### config.mk
export PLATFORM = sky130hd
export DESIGN_NAME = general_digital_io_port
export DESIGN_NICKNAME = d
export VERILOG_FILES = /design/src/rtl/gpio_port_pkg.sv /design/src/rtl/general_digital_io_port.sv /design/src/rtl/io_input_sync.sv
export SDC_FILE = /design/constraint.sdc
export NUM_CORES = 1
export LEC_CHECK = 0
export BUFFER_PORTS_ARGS = -buffer_cell sky130_fd_sc_hd__buf_2
export CAP_MARGIN = 10
export CORE_ASPECT_RATIO = 0.6
export CORE_MARGIN = 3
export CORE_UTILIZATION = 35
export DETAILED_ROUTE_END_ITERATION = 16
export PLACE_DENSITY = 0.79
export RECOVER_POWER = 50
export SLEW_MARGIN = 20
export SYNTH_ARGS = -nofsm -noshare
export SYNTH_HDL_FRONTEND = slang
export SYNTH_HIERARCHICAL = 1
export SYNTH_SLANG_ARGS = --single-unit
### constraint.sdc
create_clock -name core_clk -period 2.76 [get_ports core_clk]
set_input_delay 0.552 -clock core_clk [delete_from_list [all_inputs] [get_ports core_clk]]
set_output_delay 0.552 -clock core_clk [all_outputs]
set_load 0.01 [all_outputs]
### src/rtl/gpio_port_pkg.sv
// Shared constants for the general digital I/O port: register map, reset values,
// bus encodings and the data-phase enumeration.
// Assumes an AHB-Lite master with 32-bit data and whole-word single transfers.
package gpio_port_pkg;

  localparam int          DATA_W         = 32;
  localparam int          ADDR_W         = 12;
  localparam int          PORT_W_DEF     = 8;

  localparam logic [11:0] OFF_OUTPUT     = 12'h000;
  localparam logic [11:0] OFF_DIRECTION  = 12'h004;
  localparam logic [11:0] OFF_INPUT      = 12'h008;
  localparam logic [11:0] OFF_MCU_CTRL   = 12'h00c;

  localparam int          PUD_BIT        = 0;

  localparam logic        OUTPUT_RST_BIT = 1'b0;
  localparam logic        DIR_RST_BIT    = 1'b0;
  localparam logic        INPUT_RST_BIT  = 1'b0;
  localparam logic        PUD_RST        = 1'b0;

  localparam logic [1:0]  HTRANS_IDLE    = 2'h0;
  localparam logic [1:0]  HTRANS_NONSEQ  = 2'h2;
  localparam logic [2:0]  HSIZE_WORD     = 3'h2;
  localparam logic        HRESP_OKAY     = 1'b0;

  typedef enum {
    PHASE_IDLE,
    PHASE_WRITE,
    PHASE_READ
  } bus_phase_t;

  // Word-aligned match of a bus address against a register offset
  function automatic logic reg_hit(input logic [11:0] addr, input logic [11:0] off);
    reg_hit = (addr[11:2] == off[11:2]);
  endfunction

endpackage

### src/rtl/general_digital_io_port.sv
// General digital I/O port with direction, output/pull-up and input sample registers,
// reached as an AHB-Lite slave.
// Assumes sleep and external-interrupt enables arrive from their own controllers.
//
// Contract
// - Three registers per port: output, direction, input
// - Input register read-only; output and direction RW
// - Each pin bit changes independently of others
// - Direction one makes output, zero input
// - Output pin drives output bit, ignoring disable
// - Input with output bit one pulls up
// - Global pull-up disable kills every pull-up
// - Reset tri-states all pins, clock or not
// - Writing one to input register toggles output
// - Pin readable via synchronizer in both directions
// - Latch open when clock high, then register
// - Pin change visible after half to 1.5 periods
// - Written output reaches input register one period later
// - Deep sleep clamps digital inputs to ground
// - Enabled external interrupt overrides the clamp
// - Clamp release can set interrupt flag
// - Alternate functions leave other pins unaffected
//
// Register access over AHB-Lite and the address map were chosen for this implementation.
module general_digital_io_port
  import gpio_port_pkg::*;
#(
  parameter int PORT_W = gpio_port_pkg::PORT_W_DEF
) (
  input  wire logic                              core_clk,
  input  wire logic                              rstn,
  input  wire logic                              hsel,
  input  wire logic [gpio_port_pkg::ADDR_W-1:0]  haddr,
  input  wire logic [1:0]                        htrans,
  input  wire logic                              hwrite,
  input  wire logic [2:0]                        hsize,
  input  wire logic [gpio_port_pkg::DATA_W-1:0]  hwdata,
  input  wire logic                              hready,
  output logic                                   hreadyout,
  output logic                                   hresp,
  output logic      [gpio_port_pkg::DATA_W-1:0]  hrdata,
  input  wire logic [PORT_W-1:0]                 pad_in,
  output logic      [PORT_W-1:0]                 pad_out,
  output logic      [PORT_W-1:0]                 pad_oe,
  output logic      [PORT_W-1:0]                 pullup_en,
  input  wire logic                              sleep_clamp,
  input  wire logic [PORT_W-1:0]                 ext_int_enable,
  input  wire logic [PORT_W-1:0]                 alt_input_override,
  output logic      [PORT_W-1:0]                 digital_in
);
  import gpio_port_pkg::*;

  logic [PORT_W-1:0] output_reg;
  logic [PORT_W-1:0] direction_reg;
  logic [PORT_W-1:0] input_sample_reg;
  logic              pullup_disable_reg;

  bus_phase_t        phase_reg;
  logic [11:0]       addr_reg;

  logic              addr_valid;
  logic              wr_output;
  logic              wr_direction;
  logic              wr_input;
  logic              wr_mcu;
  logic [PORT_W-1:0] wdata;
  logic [PORT_W-1:0] clamp_active;
  logic [DATA_W-1:0] rd_mux;

  if (PORT_W < 1 || PORT_W > DATA_W)
  begin : g_bad_width
    $error("general_digital_io_port: PORT_W out of range");
  end

  // Bus front end: zero wait states, always OKAY
  assign hreadyout  = 1'b1;
  assign hresp      = HRESP_OKAY;
  assign addr_valid = hsel && hready && (htrans == HTRANS_NONSEQ);

  always_ff @(posedge core_clk or negedge rstn)
  begin
    if (!rstn)
    begin
      phase_reg <= PHASE_IDLE;
      addr_reg  <= 12'h000;
    end
    else if (hready)
    begin
      if (addr_valid)
      begin
        phase_reg <= hwrite ? PHASE_WRITE : PHASE_READ;
        addr_reg  <= haddr[11:0];
      end
      else
      begin
        phase_reg <= PHASE_IDLE;
      end
    end
  end

  // Write strobes take effect at the edge that ends the data phase
  always_comb
  begin
    wr_output    = 1'b0;
    wr_direction = 1'b0;
    wr_input     = 1'b0;
    wr_mcu       = 1'b0;
    case (phase_reg)
      PHASE_WRITE:
      begin
        wr_output    = reg_hit(addr_reg, OFF_OUTPUT);
        wr_direction = reg_hit(addr_reg, OFF_DIRECTION);
        wr_input     = reg_hit(addr_reg, OFF_INPUT);
        wr_mcu       = reg_hit(addr_reg, OFF_MCU_CTRL);
      end
      PHASE_IDLE,
      PHASE_READ:
      begin
        wr_output = 1'b0;
      end
      default:
      begin
        wr_output = 1'b0;
      end
    endcase
  end

  assign wdata = hwdata[PORT_W-1:0];

  // Output latch: plain write, or toggle through the input register address
  always_ff @(posedge core_clk or negedge rstn)
  begin
    if (!rstn)
      output_reg <= {PORT_W{OUTPUT_RST_BIT}};
    else if (wr_output)
      output_reg <= wdata;
    else if (wr_input)
      output_reg <= output_reg ^ wdata;
  end

  always_ff @(posedge core_clk or negedge rstn)
  begin
    if (!rstn)
      direction_reg <= {PORT_W{DIR_RST_BIT}};
    else if (wr_direction)
      direction_reg <= wdata;
  end

  always_ff @(posedge core_clk or negedge rstn)
  begin
    if (!rstn)
      pullup_disable_reg <= PUD_RST;
    else if (wr_mcu)
      pullup_disable_reg <= hwdata[PUD_BIT];
  end

  // Read mux; data comes straight from the register flops during the data phase
  always_comb
  begin
    rd_mux = {DATA_W{1'b0}};
    if (phase_reg == PHASE_READ)
    begin
      if (reg_hit(addr_reg, OFF_OUTPUT))
        rd_mux[PORT_W-1:0] = output_reg;
      else if (reg_hit(addr_reg, OFF_DIRECTION))
        rd_mux[PORT_W-1:0] = direction_reg;
      else if (reg_hit(addr_reg, OFF_INPUT))
        rd_mux[PORT_W-1:0] = input_sample_reg;
      else if (reg_hit(addr_reg, OFF_MCU_CTRL))
        rd_mux[PUD_BIT] = pullup_disable_reg;
    end
  end

  assign hrdata = rd_mux;

  // Pull-up only on an input pin whose output bit is one, and only without the global disable
  function automatic logic pin_pullup(input logic dir_bit, input logic out_bit, input logic global_pullup_disable);
    pin_pullup = !dir_bit && out_bit && !global_pullup_disable;
  endfunction

  // Pad drive per pin; the reset term keeps pins released even with the clock stopped
  for (genvar i = 0; i < PORT_W; i++)
  begin : g_pin
    assign pad_out[i]   = output_reg[i];
    assign pad_oe[i]    = direction_reg[i] & rstn;
    assign pullup_en[i] = pin_pullup(direction_reg[i], output_reg[i], pullup_disable_reg) & rstn;

    a_pin_direction: assert property (@(posedge core_clk) disable iff (!rstn)
      pad_oe[i] == direction_reg[i])
      else $error("pad enable does not follow direction bit");

    a_pin_output: assert property (@(posedge core_clk) disable iff (!rstn)
      pad_oe[i] |-> (pad_out[i] == output_reg[i]) && !pullup_en[i])
      else $error("output pin not driven from output bit");

    a_pin_pullup: assert property (@(posedge core_clk) disable iff (!rstn)
      (!direction_reg[i] && output_reg[i] && !pullup_disable_reg) |-> pullup_en[i])
      else $error("input pin with output bit set has no pull-up");

    // A clamped pin must read low whatever the pad shows
    a_pin_clamp: assert property (@(posedge core_clk) disable iff (!rstn)
      (sleep_clamp && !ext_int_enable[i] && !alt_input_override[i]) |-> !digital_in[i])
      else $error("clamped pin does not read low");
  end

  // Input clamp is per pin, so an override on one pin never touches another
  assign clamp_active = {PORT_W{sleep_clamp}} & ~ext_int_enable & ~alt_input_override;

  // Releasing the clamp lets a high pin rise here, which edge logic downstream sees
  assign digital_in = pad_in & ~clamp_active;

  io_input_sync #(
    .W (PORT_W)
  ) u_sync (
    .core_clk (core_clk),
    .rstn     (rstn),
    .din      (digital_in),
    .dout     (input_sample_reg)
  );

  // Assertions

  a_reset_tristate: assert property (@(posedge core_clk)
    !rstn |-> (pad_oe == '0) && (pullup_en == '0))
    else $error("pins not released during reset");

  a_dir_write_lands: assert property (@(posedge core_clk) disable iff (!rstn)
    wr_direction |=> (direction_reg == $past(wdata)) && (pad_oe == $past(wdata)))
    else $error("direction write did not reach the pads");

  a_toggle_output: assert property (@(posedge core_clk) disable iff (!rstn)
    wr_input |=> (output_reg == ($past(output_reg) ^ $past(wdata))))
    else $error("input register write did not toggle output");

  a_input_read_only: assert property (@(posedge core_clk) disable iff (!rstn)
    wr_input |=> $stable(direction_reg) && (input_sample_reg == $past(digital_in)))
    else $error("input register write disturbed direction or sample");

  a_pullup_off: assert property (@(posedge core_clk) disable iff (!rstn)
    (wr_mcu && hwdata[PUD_BIT]) |=> (pullup_en == '0))
    else $error("pull-ups remain after global disable");

  a_output_drive: assert property (@(posedge core_clk) disable iff (!rstn)
    wr_output |=> (pad_out == $past(wdata)) && ((pullup_en & direction_reg) == '0))
    else $error("output pad does not follow output write");

  a_sync_latency: assert property (@(posedge core_clk) disable iff (!rstn)
    $past(rstn) |-> (input_sample_reg == $past(digital_in)))
    else $error("input sample not one period behind pin");

  a_sleep_clamp: assert property (@(posedge core_clk) disable iff (!rstn)
    (sleep_clamp && ext_int_enable == '0 && alt_input_override == '0) [*2] |-> (input_sample_reg == '0))
    else $error("sleeping inputs not clamped low");

  a_loopback_read: assert property (@(posedge core_clk) disable iff (!rstn)
    (wr_output && (direction_reg == '1)) ##1 (!sleep_clamp && (pad_in == pad_out))
      |=> (input_sample_reg == $past(wdata, 2)))
    else $error("written value not in input sample one period later");

  a_pullup_inputs: assert property (@(posedge core_clk) disable iff (!rstn)
    (pullup_en & (direction_reg | ~output_reg)) == '0)
    else $error("pull-up on an output pin or a zero output bit");

  a_pullup_global: assert property (@(posedge core_clk) disable iff (!rstn)
    pullup_disable_reg |-> (pullup_en == '0))
    else $error("pull-up on while globally disabled");

  a_pud_write: assert property (@(posedge core_clk) disable iff (!rstn)
    wr_mcu |=> (pullup_disable_reg == $past(hwdata[PUD_BIT])))
    else $error("pull-up disable write lost");

  a_clamp_override: assert property (@(posedge core_clk) disable iff (!rstn)
    ((ext_int_enable | alt_input_override) & (digital_in ^ pad_in)) == '0)
    else $error("overridden pin clamped");

  a_awake_input: assert property (@(posedge core_clk) disable iff (!rstn)
    !sleep_clamp |-> (digital_in == pad_in))
    else $error("input clamped while awake");

  a_out_isolated: assert property (@(posedge core_clk) disable iff (!rstn)
    wr_output |=> $stable(direction_reg))
    else $error("output write changed direction");

  a_dir_isolated: assert property (@(posedge core_clk) disable iff (!rstn)
    wr_direction |=> $stable(output_reg))
    else $error("direction write changed output");

  a_output_hold: assert property (@(posedge core_clk) disable iff (!rstn)
    !(wr_output || wr_input) |=> $stable(output_reg))
    else $error("output latch changed without a write");

  a_read_direction: assert property (@(posedge core_clk) disable iff (!rstn)
    ((phase_reg == PHASE_READ) && reg_hit(addr_reg, OFF_DIRECTION))
      |-> (hrdata[PORT_W-1:0] == direction_reg))
    else $error("direction read returns wrong data");

  a_read_input: assert property (@(posedge core_clk) disable iff (!rstn)
    ((phase_reg == PHASE_READ) && reg_hit(addr_reg, OFF_INPUT))
      |-> (hrdata[PORT_W-1:0] == input_sample_reg))
    else $error("input sample read returns wrong data");

  a_read_output: assert property (@(posedge core_clk) disable iff (!rstn)
    ((phase_reg == PHASE_READ) && reg_hit(addr_reg, OFF_OUTPUT))
      |-> (hrdata[PORT_W-1:0] == output_reg))
    else $error("output latch read returns wrong data");

  // Outside a read data phase the bus must see zeros, so stale data never leaks
  a_hrdata_idle: assert property (@(posedge core_clk) disable iff (!rstn)
    (phase_reg != PHASE_READ) |-> (hrdata == '0))
    else $error("read data outside a read data phase");

  a_bus_response: assert property (@(posedge core_clk) disable iff (!rstn)
    hreadyout && (hresp == HRESP_OKAY))
    else $error("slave inserted wait or error");

  a_unmapped_quiet: assert property (@(posedge core_clk) disable iff (!rstn)
    ((phase_reg == PHASE_WRITE) && !(wr_output || wr_direction || wr_input || wr_mcu))
      |=> $stable(output_reg) && $stable(direction_reg) && $stable(pullup_disable_reg))
    else $error("unmapped write changed a register");

  a_reset_values: assert property (@(posedge core_clk)
    !rstn |-> (output_reg == '0) && (direction_reg == '0) && !pullup_disable_reg)
    else $error("registers not zero during reset");

endmodule // general_digital_io_port

### src/rtl/io_input_sync.sv
// Two-stage pin input synchronizer: a latch open while the clock is high,
// followed by a rising-edge register.
// Assumes din is the clamped digital input; the latch is read only by the register.
module io_input_sync #(
  parameter int W = 8
) (
  input  wire logic         core_clk,
  input  wire logic         rstn,
  input  wire logic [W-1:0] din,
  output logic      [W-1:0] dout
);
  import gpio_port_pkg::*;

  logic [W-1:0] latch_q;

  if (W < 1 || W > DATA_W)
  begin : g_bad_width
    $error("io_input_sync: width out of range");
  end

  // The latch is open in the high phase and closes on the falling edge, so what it
  // holds is its input at that edge; capturing it there keeps the rising-edge
  // register from racing a transparent latch in the same time step
  always_ff @(negedge core_clk or negedge rstn)
  begin
    if (!rstn)
      latch_q <= {W{INPUT_RST_BIT}};
    else
      latch_q <= din;
  end

  always_ff @(posedge core_clk or negedge rstn)
  begin
    if (!rstn)
      dout <= {W{INPUT_RST_BIT}};
    else
      dout <= latch_q;
  end

endmodule // io_input_sync

==> results.json, run 1 <==
{
  "synth.area.top_cells": "dfrtp_1 (40%), mux2_2 (9.3%), dfrtn_1 (8.7%)",
  "synth_cell_types": 32,
  "largest_reg_flops": 10,
  "grt_start_max_net_pins": 20,
  "slowest_delay_ns": 0.44,
  "grt_pass1_vias": 1919,
  "antenna-diode-count": 0,
  "die_w_um": 110,
  "cts_inserted_buffers": 5,
  "synth_flop_cell": "dfrtp_1",
  "hp-class": "input pin to async pin",
  "critPathKind": "register to output pin",
  "yosys.area.top_type": "dfrtp_1",
  "cts_tree": "done",
  "grt_pass1_wl_um": 9490,
  "synth_edf_count": 0,
  "dp_hpwl_um": 4720,
  "crit_fanout": 8,
  "synth_cells": 217,
  "yosysSeqAreaShare_pct": 49.2,
  "final_util_pct": 45.7,
  "pin_count": 145,
  "cts_htree_levels": 2,
  "die_h_um": 68.7,
  "path_depth": 4,
  "r2r_slack_ns": 0.55,
  "grt_overflow": 0,
  "crit_start": "addr_reg[5]$_DFFE_PN0P_",
  "drtIter0Drc": 83,
  "wl_um": 6120,
  "slew_violations": 0,
  "drc": 0,
  "path_delay_family": "simple AND/OR/NAND/NOR gates",
  "via_per_inst": 4.91,
  "status": "finished clean",
  "antenna_found_initial": 0,
  "nFillCells": 629,
  "synth_top_area_share_pct": 40.4,
  "finalCritPeriodShare_pct": 95.8,
  "clkSlewWorstSetupHoldPaths_ns": 0.09,
  "power.density_cell_area_mw_per_mm2": 565,
  "ctsHoldBuffers": 0,
  "dr.pass1.iters": 4,
  "setup_viol": 0,
  "reg2regPathDepth": 3,
  "path_buf_inv": 1,
  "post_cts_resized": 1,
  "yosysWarningCount": 6,
  "period_needed_ns": 2.64,
  "dp_slack_ns": 0.277,
  "nets": 391,
  "gp_congestion": 0.809,
  "tightest_slew_ns": 0.707,
  "dr_total_vias": 1948,
  "rr_startpoint": "addr_reg[7]$_DFFE_PN0P_",
  "finalNonFillerCells": 397,
  "cp_cell_sequence": "nor4b_1, nand3_2, a2111oi_1, buf_2",
  "cap_violations": 0,
  "async_flop_share_pct": 100,
  "hold_violations": 0,
  "postCtsSetupBuffers": 0,
  "wl_per_cell_um": 15.4,
  "io_buffer_count": 89,
  "dieArea_mm2": 0.00758,
  "synth_area_mm2": 0.00229,
  "clock-skew-final_ns": 0.0113,
  "cts_buffer_depth": 2,
  "dp_cells": 389,
  "fmax_ghz": 0.378,
  "placed_area_mm2": 0.00277,
  "grt_usage_pct": 16.1,
  "worst_slack_ns": 0.115,
  "finalSetupTns_ns": 0,
  "cts_sinks": 45,
  "ir_drop_uv": 205,
  "final_area_mm2": 0.00284,
  "worstReg2RegEnd": "direction_reg[4]$_DFFE_PN0P_",
  "start_util_pct": 36.8,
  "clk_latency_ns": 0.31,
  "crit_path_end": "hrdata[7]",
  "synth_seq_cells": 45,
  "crit_arrival_ns": 2.09,
  "endpoint_kind": "output pin",
  "critPathRequiredTime_ns": 2.21,
  "core_mm2": 0.00622,
  "avgSynthCellArea_um2": 10.6,
  "syn2layout_area_growth_pct": 24.0,
  "placement_rows": 22,
  "layout-drive-gt1-share_pct": 35.1,
  "clock-root-buffer": "clkbuf_8",
  "detail-route-antenna-nets": 0,
  "p_leak_nw": 1.37,
  "cp_slowest_cell": "a2111oi_1",
  "slew_headroom_pct": 52.5,
  "startpoint_type": "register"
}
-- cell usage in the layout (no fill, tap or decap), types with 2 or more instances in the layout --
cell,instances
a2111oi_0,3
a2111oi_1,4
a21boi_0,8
a21oi_1,8
a41oi_1,8
and2_1,8
buf_2,76
buf_4,3
clkbuf_1,21
clkbuf_8,6
conb_1,26
dfrtn_1,8
dfrtp_1,37
inv_1,4
mux2_2,19
nand2_1,7
nand3_1,8
nor2_1,24
nor3_1,2
nor3b_1,8
o21ai_0,8
o22ai_1,2
or4_1,2
-- cell type report --
| cell class | instances | area [um^2] | area share [%] |
|---|---|---|---|
| clock buffer | 8 | 90.1 | 3.17 |
| inverter | 4 | 15.0 | 0.528 |
| multi-input combinational | 158 | 1030 | 36.3 |
| sequential | 45 | 1130 | 39.6 |
| tap | 84 | 105 | 3.70 |
| timing repair buffer | 98 | 474 | 16.7 |
-- worst min path at each step --
stage          cells after the start  from  slack (ns)                  endpoint
5_1_grt                            1  rstn        0.19    pad_out[0]$_DFFE_PN0P_
2_1_floorplan                      0  rstn        0.26  addr_reg[10]$_DFFE_PN0P_
6_report                           1  rstn        0.16    pad_out[0]$_DFFE_PN0P_
3_5_place_dp                       1  rstn        0.51    pad_out[0]$_DFFE_PN0P_
4_1_cts                            1  rstn        0.17    pad_out[0]$_DFFE_PN0P_
3_3_place_gp                       1  rstn        0.51    pad_out[0]$_DFFE_PN0P_
-- synth_stat cells, types with 7 or more instances --
cell and instances:
nand3_1 9, a41oi_1 8, clkbuf_1 7, and2_1 8, nor2_1 24, mux2_2 19
nor3b_1 8, o21ai_0 8, a21boi_0 8, dfrtn_1 8, nand2_1 7, a21oi_1 8
dfrtp_1 37, a2111oi_0 8, buf_4 26
-- kinds of logic after synthesis --
logic type,Yosys count,synth area share (%)
AND/OR/NAND/NOR,70,17.5
multiplexers,20,9.78
AO/OA/AOI/OAI,42,12.8
flip-flops,45,49.2
buffers and inverters,38,10.5
other,2,0.328
-- layer usage --
| layer | vias to the layer above | GRT usage (%) | routed length [um] |
|---|---|---|---|
| met5 | - | 0 | 0 |
| met4 | 0 | 6.14 | 111 |
| met3 | 14 | 6.02 | 603 |
| met2 | 91 | 25.4 | 2810 |
| met1 | 928 | 20.7 | 2600 |
| li1 | 915 | - | - |
-- through the flow --
stage                     hold slack [ns]  total power [mW]
after global placement              0.506              1.18
after floorplan                     0.256              1.04
final                               0.161              1.61
after CTS                           0.175              1.62
after detailed placement            0.509              1.20
after global routing                0.192              1.70
-- power breakdown --
part	total, mW	leakage [nW]	switching (mW)	internal, mW
Clock	0.427	0.0455	0.223	0.205
Combinational	0.361	0.757	0.215	0.146
Sequential	0.818	0.569	0.0821	0.736
Total	1.61	1.37	0.520	1.09
Power figures use the tool's default switching activity.
==> run 2, diff against run 1 <==
Settings changed: SETUP_SLACK_MARGIN set to 0.15.
==> run 2 against run 1 <==
Net effect: sequential share of layout area shrank 0.67 points; global-route usage grew 0.059 points; highest routed layer unchanged; largest power group unchanged; first-iteration DRC count grew 29%; critical path depth grew 1; routed wire length grew 1.2%; die area is the same; worst hold slack gained 0.0014 ns; clock-buffer cell count is the same; non-clock buffer count grew 2; utilization grew 0.78 points; register-to-register slack lost 0.03 ns.
==> results.json, run 2 (synthesized netlist as in run 1, its figures left out) <==
{
  "largest_reg_flops": 10,
  "die_w_um": 110,
  "dp_hpwl_um": 4720,
  "r2r_slack_ns": 0.52,
  "hp-class": "input pin to async pin",
  "finalNonFillerCells": 399,
  "clkSlewWorstSetupHoldPaths_ns": 0.09,
  "p_leak_nw": 1.38,
  "finalSetupTns_ns": 0,
  "ctsHoldBuffers": 0,
  "gp_congestion": 0.809,
  "period_needed_ns": 2.48,
  "setup_viol": 0,
  "cts_sinks": 45,
  "start_util_pct": 36.8,
  "grt_start_max_net_pins": 20,
  "layout-drive-gt1-share_pct": 36.5,
  "wl_um": 6200,
  "clock-skew-final_ns": 0.0116,
  "hold_violations": 0,
  "status": "finished clean",
  "crit_fanout": 5,
  "startpoint_type": "register",
  "grt_pass1_wl_um": 9540,
  "wl_per_cell_um": 15.5,
  "dieArea_mm2": 0.00758,
  "finalCritPeriodShare_pct": 90.0,
  "dr_total_vias": 1957,
  "cp_cell_sequence": "nor4b_2, nand3_2, buf_4, a2111oi_0, buf_2",
  "drtIter0Drc": 107,
  "die_h_um": 68.7,
  "cts_buffer_depth": 2,
  "path_depth": 5,
  "fmax_ghz": 0.402,
  "endpoint_kind": "output pin",
  "layout_commonest_cell": "buf_2",
  "path_buf_inv": 2,
  "rr_startpoint": "addr_reg[7]$_DFFE_PN0P_",
  "clock-root-buffer": "clkbuf_8",
  "cts_tree": "done",
  "antenna-diode-count": 0,
  "grt_overflow": 0,
  "ir_drop_uv": 208,
  "slew_headroom_pct": 52.9,
  "layout_common_cells": "buf_2 (73), dfrtp_1 (37), conb_1 (26), nor2_1 (24), clkbuf_1 (22)",
  "slowest_delay_ns": 0.43,
  "detail-route-antenna-nets": 0,
  "pin_count": 145,
  "core_mm2": 0.00622,
  "crit_arrival_ns": 1.93,
  "placement_rows": 22,
  "path_delay_family": "simple AND/OR/NAND/NOR gates",
  "critPathRequiredTime_ns": 2.21,
  "cap_violations": 0,
  "power.density_cell_area_mw_per_mm2": 564,
  "antenna_found_initial": 0,
  "tightest_slew_ns": 0.702,
  "rsz0062_at_grt": "no",
  "dp_cells": 389,
  "reg2regPathDepth": 3,
  "via_per_inst": 4.90,
  "drc": 0,
  "critPathKind": "register to output pin",
  "io_buffer_count": 89,
  "nets": 393,
  "clk_latency_ns": 0.31,
  "dr.pass1.iters": 4,
  "crit_start": "addr_reg[5]$_DFFE_PN0P_",
  "grt_pass1_vias": 1934,
  "cts_inserted_buffers": 5,
  "slew_violations": 0,
  "grt_usage_pct": 16.2,
  "cts_htree_levels": 2,
  "syn2layout_area_growth_pct": 26.2,
  "cp_slowest_cell": "dfrtp_1",
  "worstReg2RegEnd": "direction_reg[7]$_DFFE_PN0P_"
}
## run 2: cell types whose count changed in the layout (fill, tap and decap cells not counted), sizes merged
cell,previous run,this run
clkbuf,27,28
buf,79,80
clkinvlp,0,1
inv,4,3
## run 2: final cells by class
type	instances	area (um^2)
clock buffers	8	90.1
fillers	619	3330
inverters	4	18.8
multi-input cells	158	1060
flip-flops and latches	45	1130
well taps	84	105
repair buffers	100	493
## run 2: worst max path at each step
| stage | slack, ns | end |
|---|---|---|
| 6_report | 0.28 | hrdata[3] |
| 4_1_cts | 0.13 | hrdata[0] |
| 2_1_floorplan | 0.27 | hrdata[1] |
| 3_3_place_gp | 0.33 | hrdata[0] |
| 5_1_grt | 0.09 | pad_oe[1] |
| 3_5_place_dp | 0.28 | hrdata[0] |
## run 2: power by group
part / internal, mW / leakage (nW) / switching (mW)
clock: 0.204 / 0.0455 / 0.221
sequential: 0.735 / 0.569 / 0.0922
combinational: 0.156 / 0.764 / 0.220
## run 2: timing repair
action / 4_1_cts / 5_1_grt
endpoints found under the setup margin: 7 / 8
resized for setup: 4 / 10
pin swaps: 0 / 1
setup buffers: 0 / 2
## run 2: per-layer routing
layer	up-vias	routed length (um)	GRT usage, %
met5	-	0	0
met4	0	82	6.30
met3	10	595	6.54
met2	94	2830	25.6
met1	931	2690	20.3
li1	922	-	-
## run 2: worst register-to-register path, stage by stage (launching register included)
cell	delay, ns
dfrtp_1	0.43
or4_1	0.62
nor4_4	0.68
mux2_2	0.41
## run 2: metrics by stage
step                hold WS (ns)  utilization (%)  setup WS, ns  cell area [um^2]  total power, mW
floorplan                  0.256                -         0.272              2380             1.04
global placement           0.506             44.6         0.331              2770             1.18
detailed placement         0.509             44.6         0.277              2770             1.20
CTS                        0.175             46.2         0.128              2870             1.63
global route               0.193             46.5        0.0944              2890             1.72
finish                     0.162             46.5         0.275              2890             1.63
==> run 3, diff against run 2 <==
Settings changed: PLACE_DENSITY 0.79 to 0.68.
==> run 3 against run 2 <==
Net effect: non-clock buffer count decreased by 1; die area unchanged; worst hold slack improved by 0.29 ns; first-iteration DRC count decreased by 11%; final cell count decreased by 0.25%; maximum frequency decreased by 2.1%; clock-buffer cell count decreased by 2; clock skew decreased by 0.0042 ns; register-to-register slack improved by 0.03 ns; routed wire length decreased by 4.2%; critical endpoint is now hrdata[1]; largest cell class unchanged; highest routed layer unchanged.
==> results.json, run 3 (synthesized netlist as in run 1, its figures left out) <==
{
  "wl_um": 5940,
  "drtIter0Drc": 95,
  "slew_violations": 0,
  "hp-class": "input pin to register",
  "dr.pass1.iters": 4,
  "grt_pass1_wl_um": 9430,
  "grt_start_max_net_pins": 22,
  "endpoint_kind": "output pin",
  "start_util_pct": 36.8,
  "dp_hpwl_um": 4510,
  "p_leak_nw": 1.40,
  "dr_total_vias": 1918,
  "cts_htree_levels": 2,
  "startpoint_type": "register",
  "path_delay_family": "simple AND/OR/NAND/NOR gates",
  "grt_overflow": 0,
  "pin_count": 145,
  "cap_violations": 0,
  "dieArea_mm2": 0.00758,
  "crit_arrival_ns": 1.99,
  "wl_per_cell_um": 14.9,
  "worst_slack_ns": 0.222,
  "reg2regPathDepth": 3,
  "cts_inserted_buffers": 5,
  "antenna-diode-count": 0,
  "syn2layout_area_growth_pct": 26.2,
  "path_buf_inv": 1,
  "ctsHoldBuffers": 0,
  "clk_latency_ns": 0.30,
  "die_h_um": 68.7,
  "hold_depth": 2,
  "path_depth": 4,
  "p_total_mw": 1.59,
  "crit_fanout": 8,
  "cts_sinks": 45,
  "status": "finished clean",
  "finalCritPeriodShare_pct": 92.0,
  "io_buffer_count": 89,
  "layout_common_cells": "buf_2 (81), dfrtp_1 (36), conb_1 (26), nor2_1 (24), mux2_2 (19)",
  "drc": 0,
  "layout_commonest_cell": "buf_2",
  "tightest_slew_ns": 0.711,
  "grt_pass1_vias": 1827,
  "fmax_ghz": 0.394,
  "power.density_cell_area_mw_per_mm2": 551,
  "hold_violations": 0,
  "detail-route-antenna-nets": 0,
  "largest_reg_flops": 10,
  "via_per_inst": 4.82,
  "grt_usage_pct": 16.0,
  "setup_viol": 0,
  "cp_slowest_cell": "or4_1",
  "critPathKind": "register to output pin",
  "cts_buffer_depth": 2,
  "antenna_found_initial": 0,
  "die_w_um": 110,
  "ir_drop_uv": 227,
  "slew_headroom_pct": 52.3,
  "critPathRequiredTime_ns": 2.21,
  "cts_tree": "done",
  "placement_rows": 22,
  "gp_congestion": 0.809,
  "slowest_delay_ns": 0.76,
  "nets": 392,
  "layout-drive-gt1-share_pct": 40.4,
  "clkSlewWorstSetupHoldPaths_ns": 0.08,
  "cp_cell_sequence": "or4_1, nor2_1, a2111oi_2, buf_2",
  "core_mm2": 0.00622,
  "period_needed_ns": 2.54,
  "dp_slack_ns": 0.319,
  "clock-skew-final_ns": 0.00736,
  "clock-root-buffer": "clkbuf_8",
  "dp_cells": 389,
  "rsz0062_at_grt": "no",
  "finalSetupTns_ns": 0,
  "finalNonFillerCells": 398
}
[run 3: changes by cell type in the layout (fill, tap and decap cells not counted), sizes merged]
cell and delta:
buf +9, clkbuf -12, clkinv +2
[run 3: metal layers]
layer  up-vias  GRT usage [%]  part of all wire, %
li1        922              -                    -
met1       907           22.4                   47
met2        81           24.0                   44
met3         8           4.62                  8.0
met4         0           5.07                  1.1
met5         -              0                    0
[run 3: where the power goes]
group / switching [mW] / internal, mW / total, mW
registers: 0.0932 / 0.736 / 0.829
clock network: 0.218 / 0.176 / 0.394
logic: 0.212 / 0.158 / 0.370
total: 0.523 / 1.07 / 1.59
[run 3: final timing paths]
kind                                                      from                             end  slack, ns
max in group asynchronous                                 rstn     u_sync/latch_q[5]$_DFF_NN0_       1.12
worst max-delay path                   addr_reg[2]$_DFFE_PN0P_                       hrdata[1]       0.22
worst min register to register  pullup_disable_reg$_DFFE_PN0P_  pullup_disable_reg$_DFFE_PN0P_       0.55
worst max register to register         addr_reg[7]$_DFFE_PN0P_    direction_reg[1]$_DFFE_PN0P_       0.55
worst min-delay path                                    hwrite        phase_reg[1]$_DFFE_PN0P_       0.45
min in group asynchronous                                 rstn          pad_out[5]$_DFFE_PN0P_       0.46
[run 3: worst register-to-register path, stage by stage, from the launching register on]
cell     delay (ns)
dfrtp_1        0.40
or4_1          0.60
nor4_4         0.68
mux2_2         0.41
[run 3: timing repair]
item,CTS,global route
setup buffers,0,1
endpoints found under the hold margin,0,0
resized for setup,6,8
pin swaps,0,1
endpoints found under the setup margin,7,8
[run 3: final cells by class]
class	count	area (um^2)
clock buffers	6	72.6
clock inverters	2	10.0
fillers	628	3330
inverters	4	18.8
multi-input cells	158	1050
flip-flops and latches	45	1130
well taps	84	105
repair buffers	99	503
[run 3: through the flow]
step | area, um^2 | hold WS (ns) | utilization (%)
floorplan | 2380 | 0.256 | -
CTS | 2870 | 0.417 | 46.2
global route | 2890 | 0.444 | 46.5
detailed placement | 2770 | 0.520 | 44.6
finish | 2890 | 0.448 | 46.5
global placement | 2770 | 0.511 | 44.6
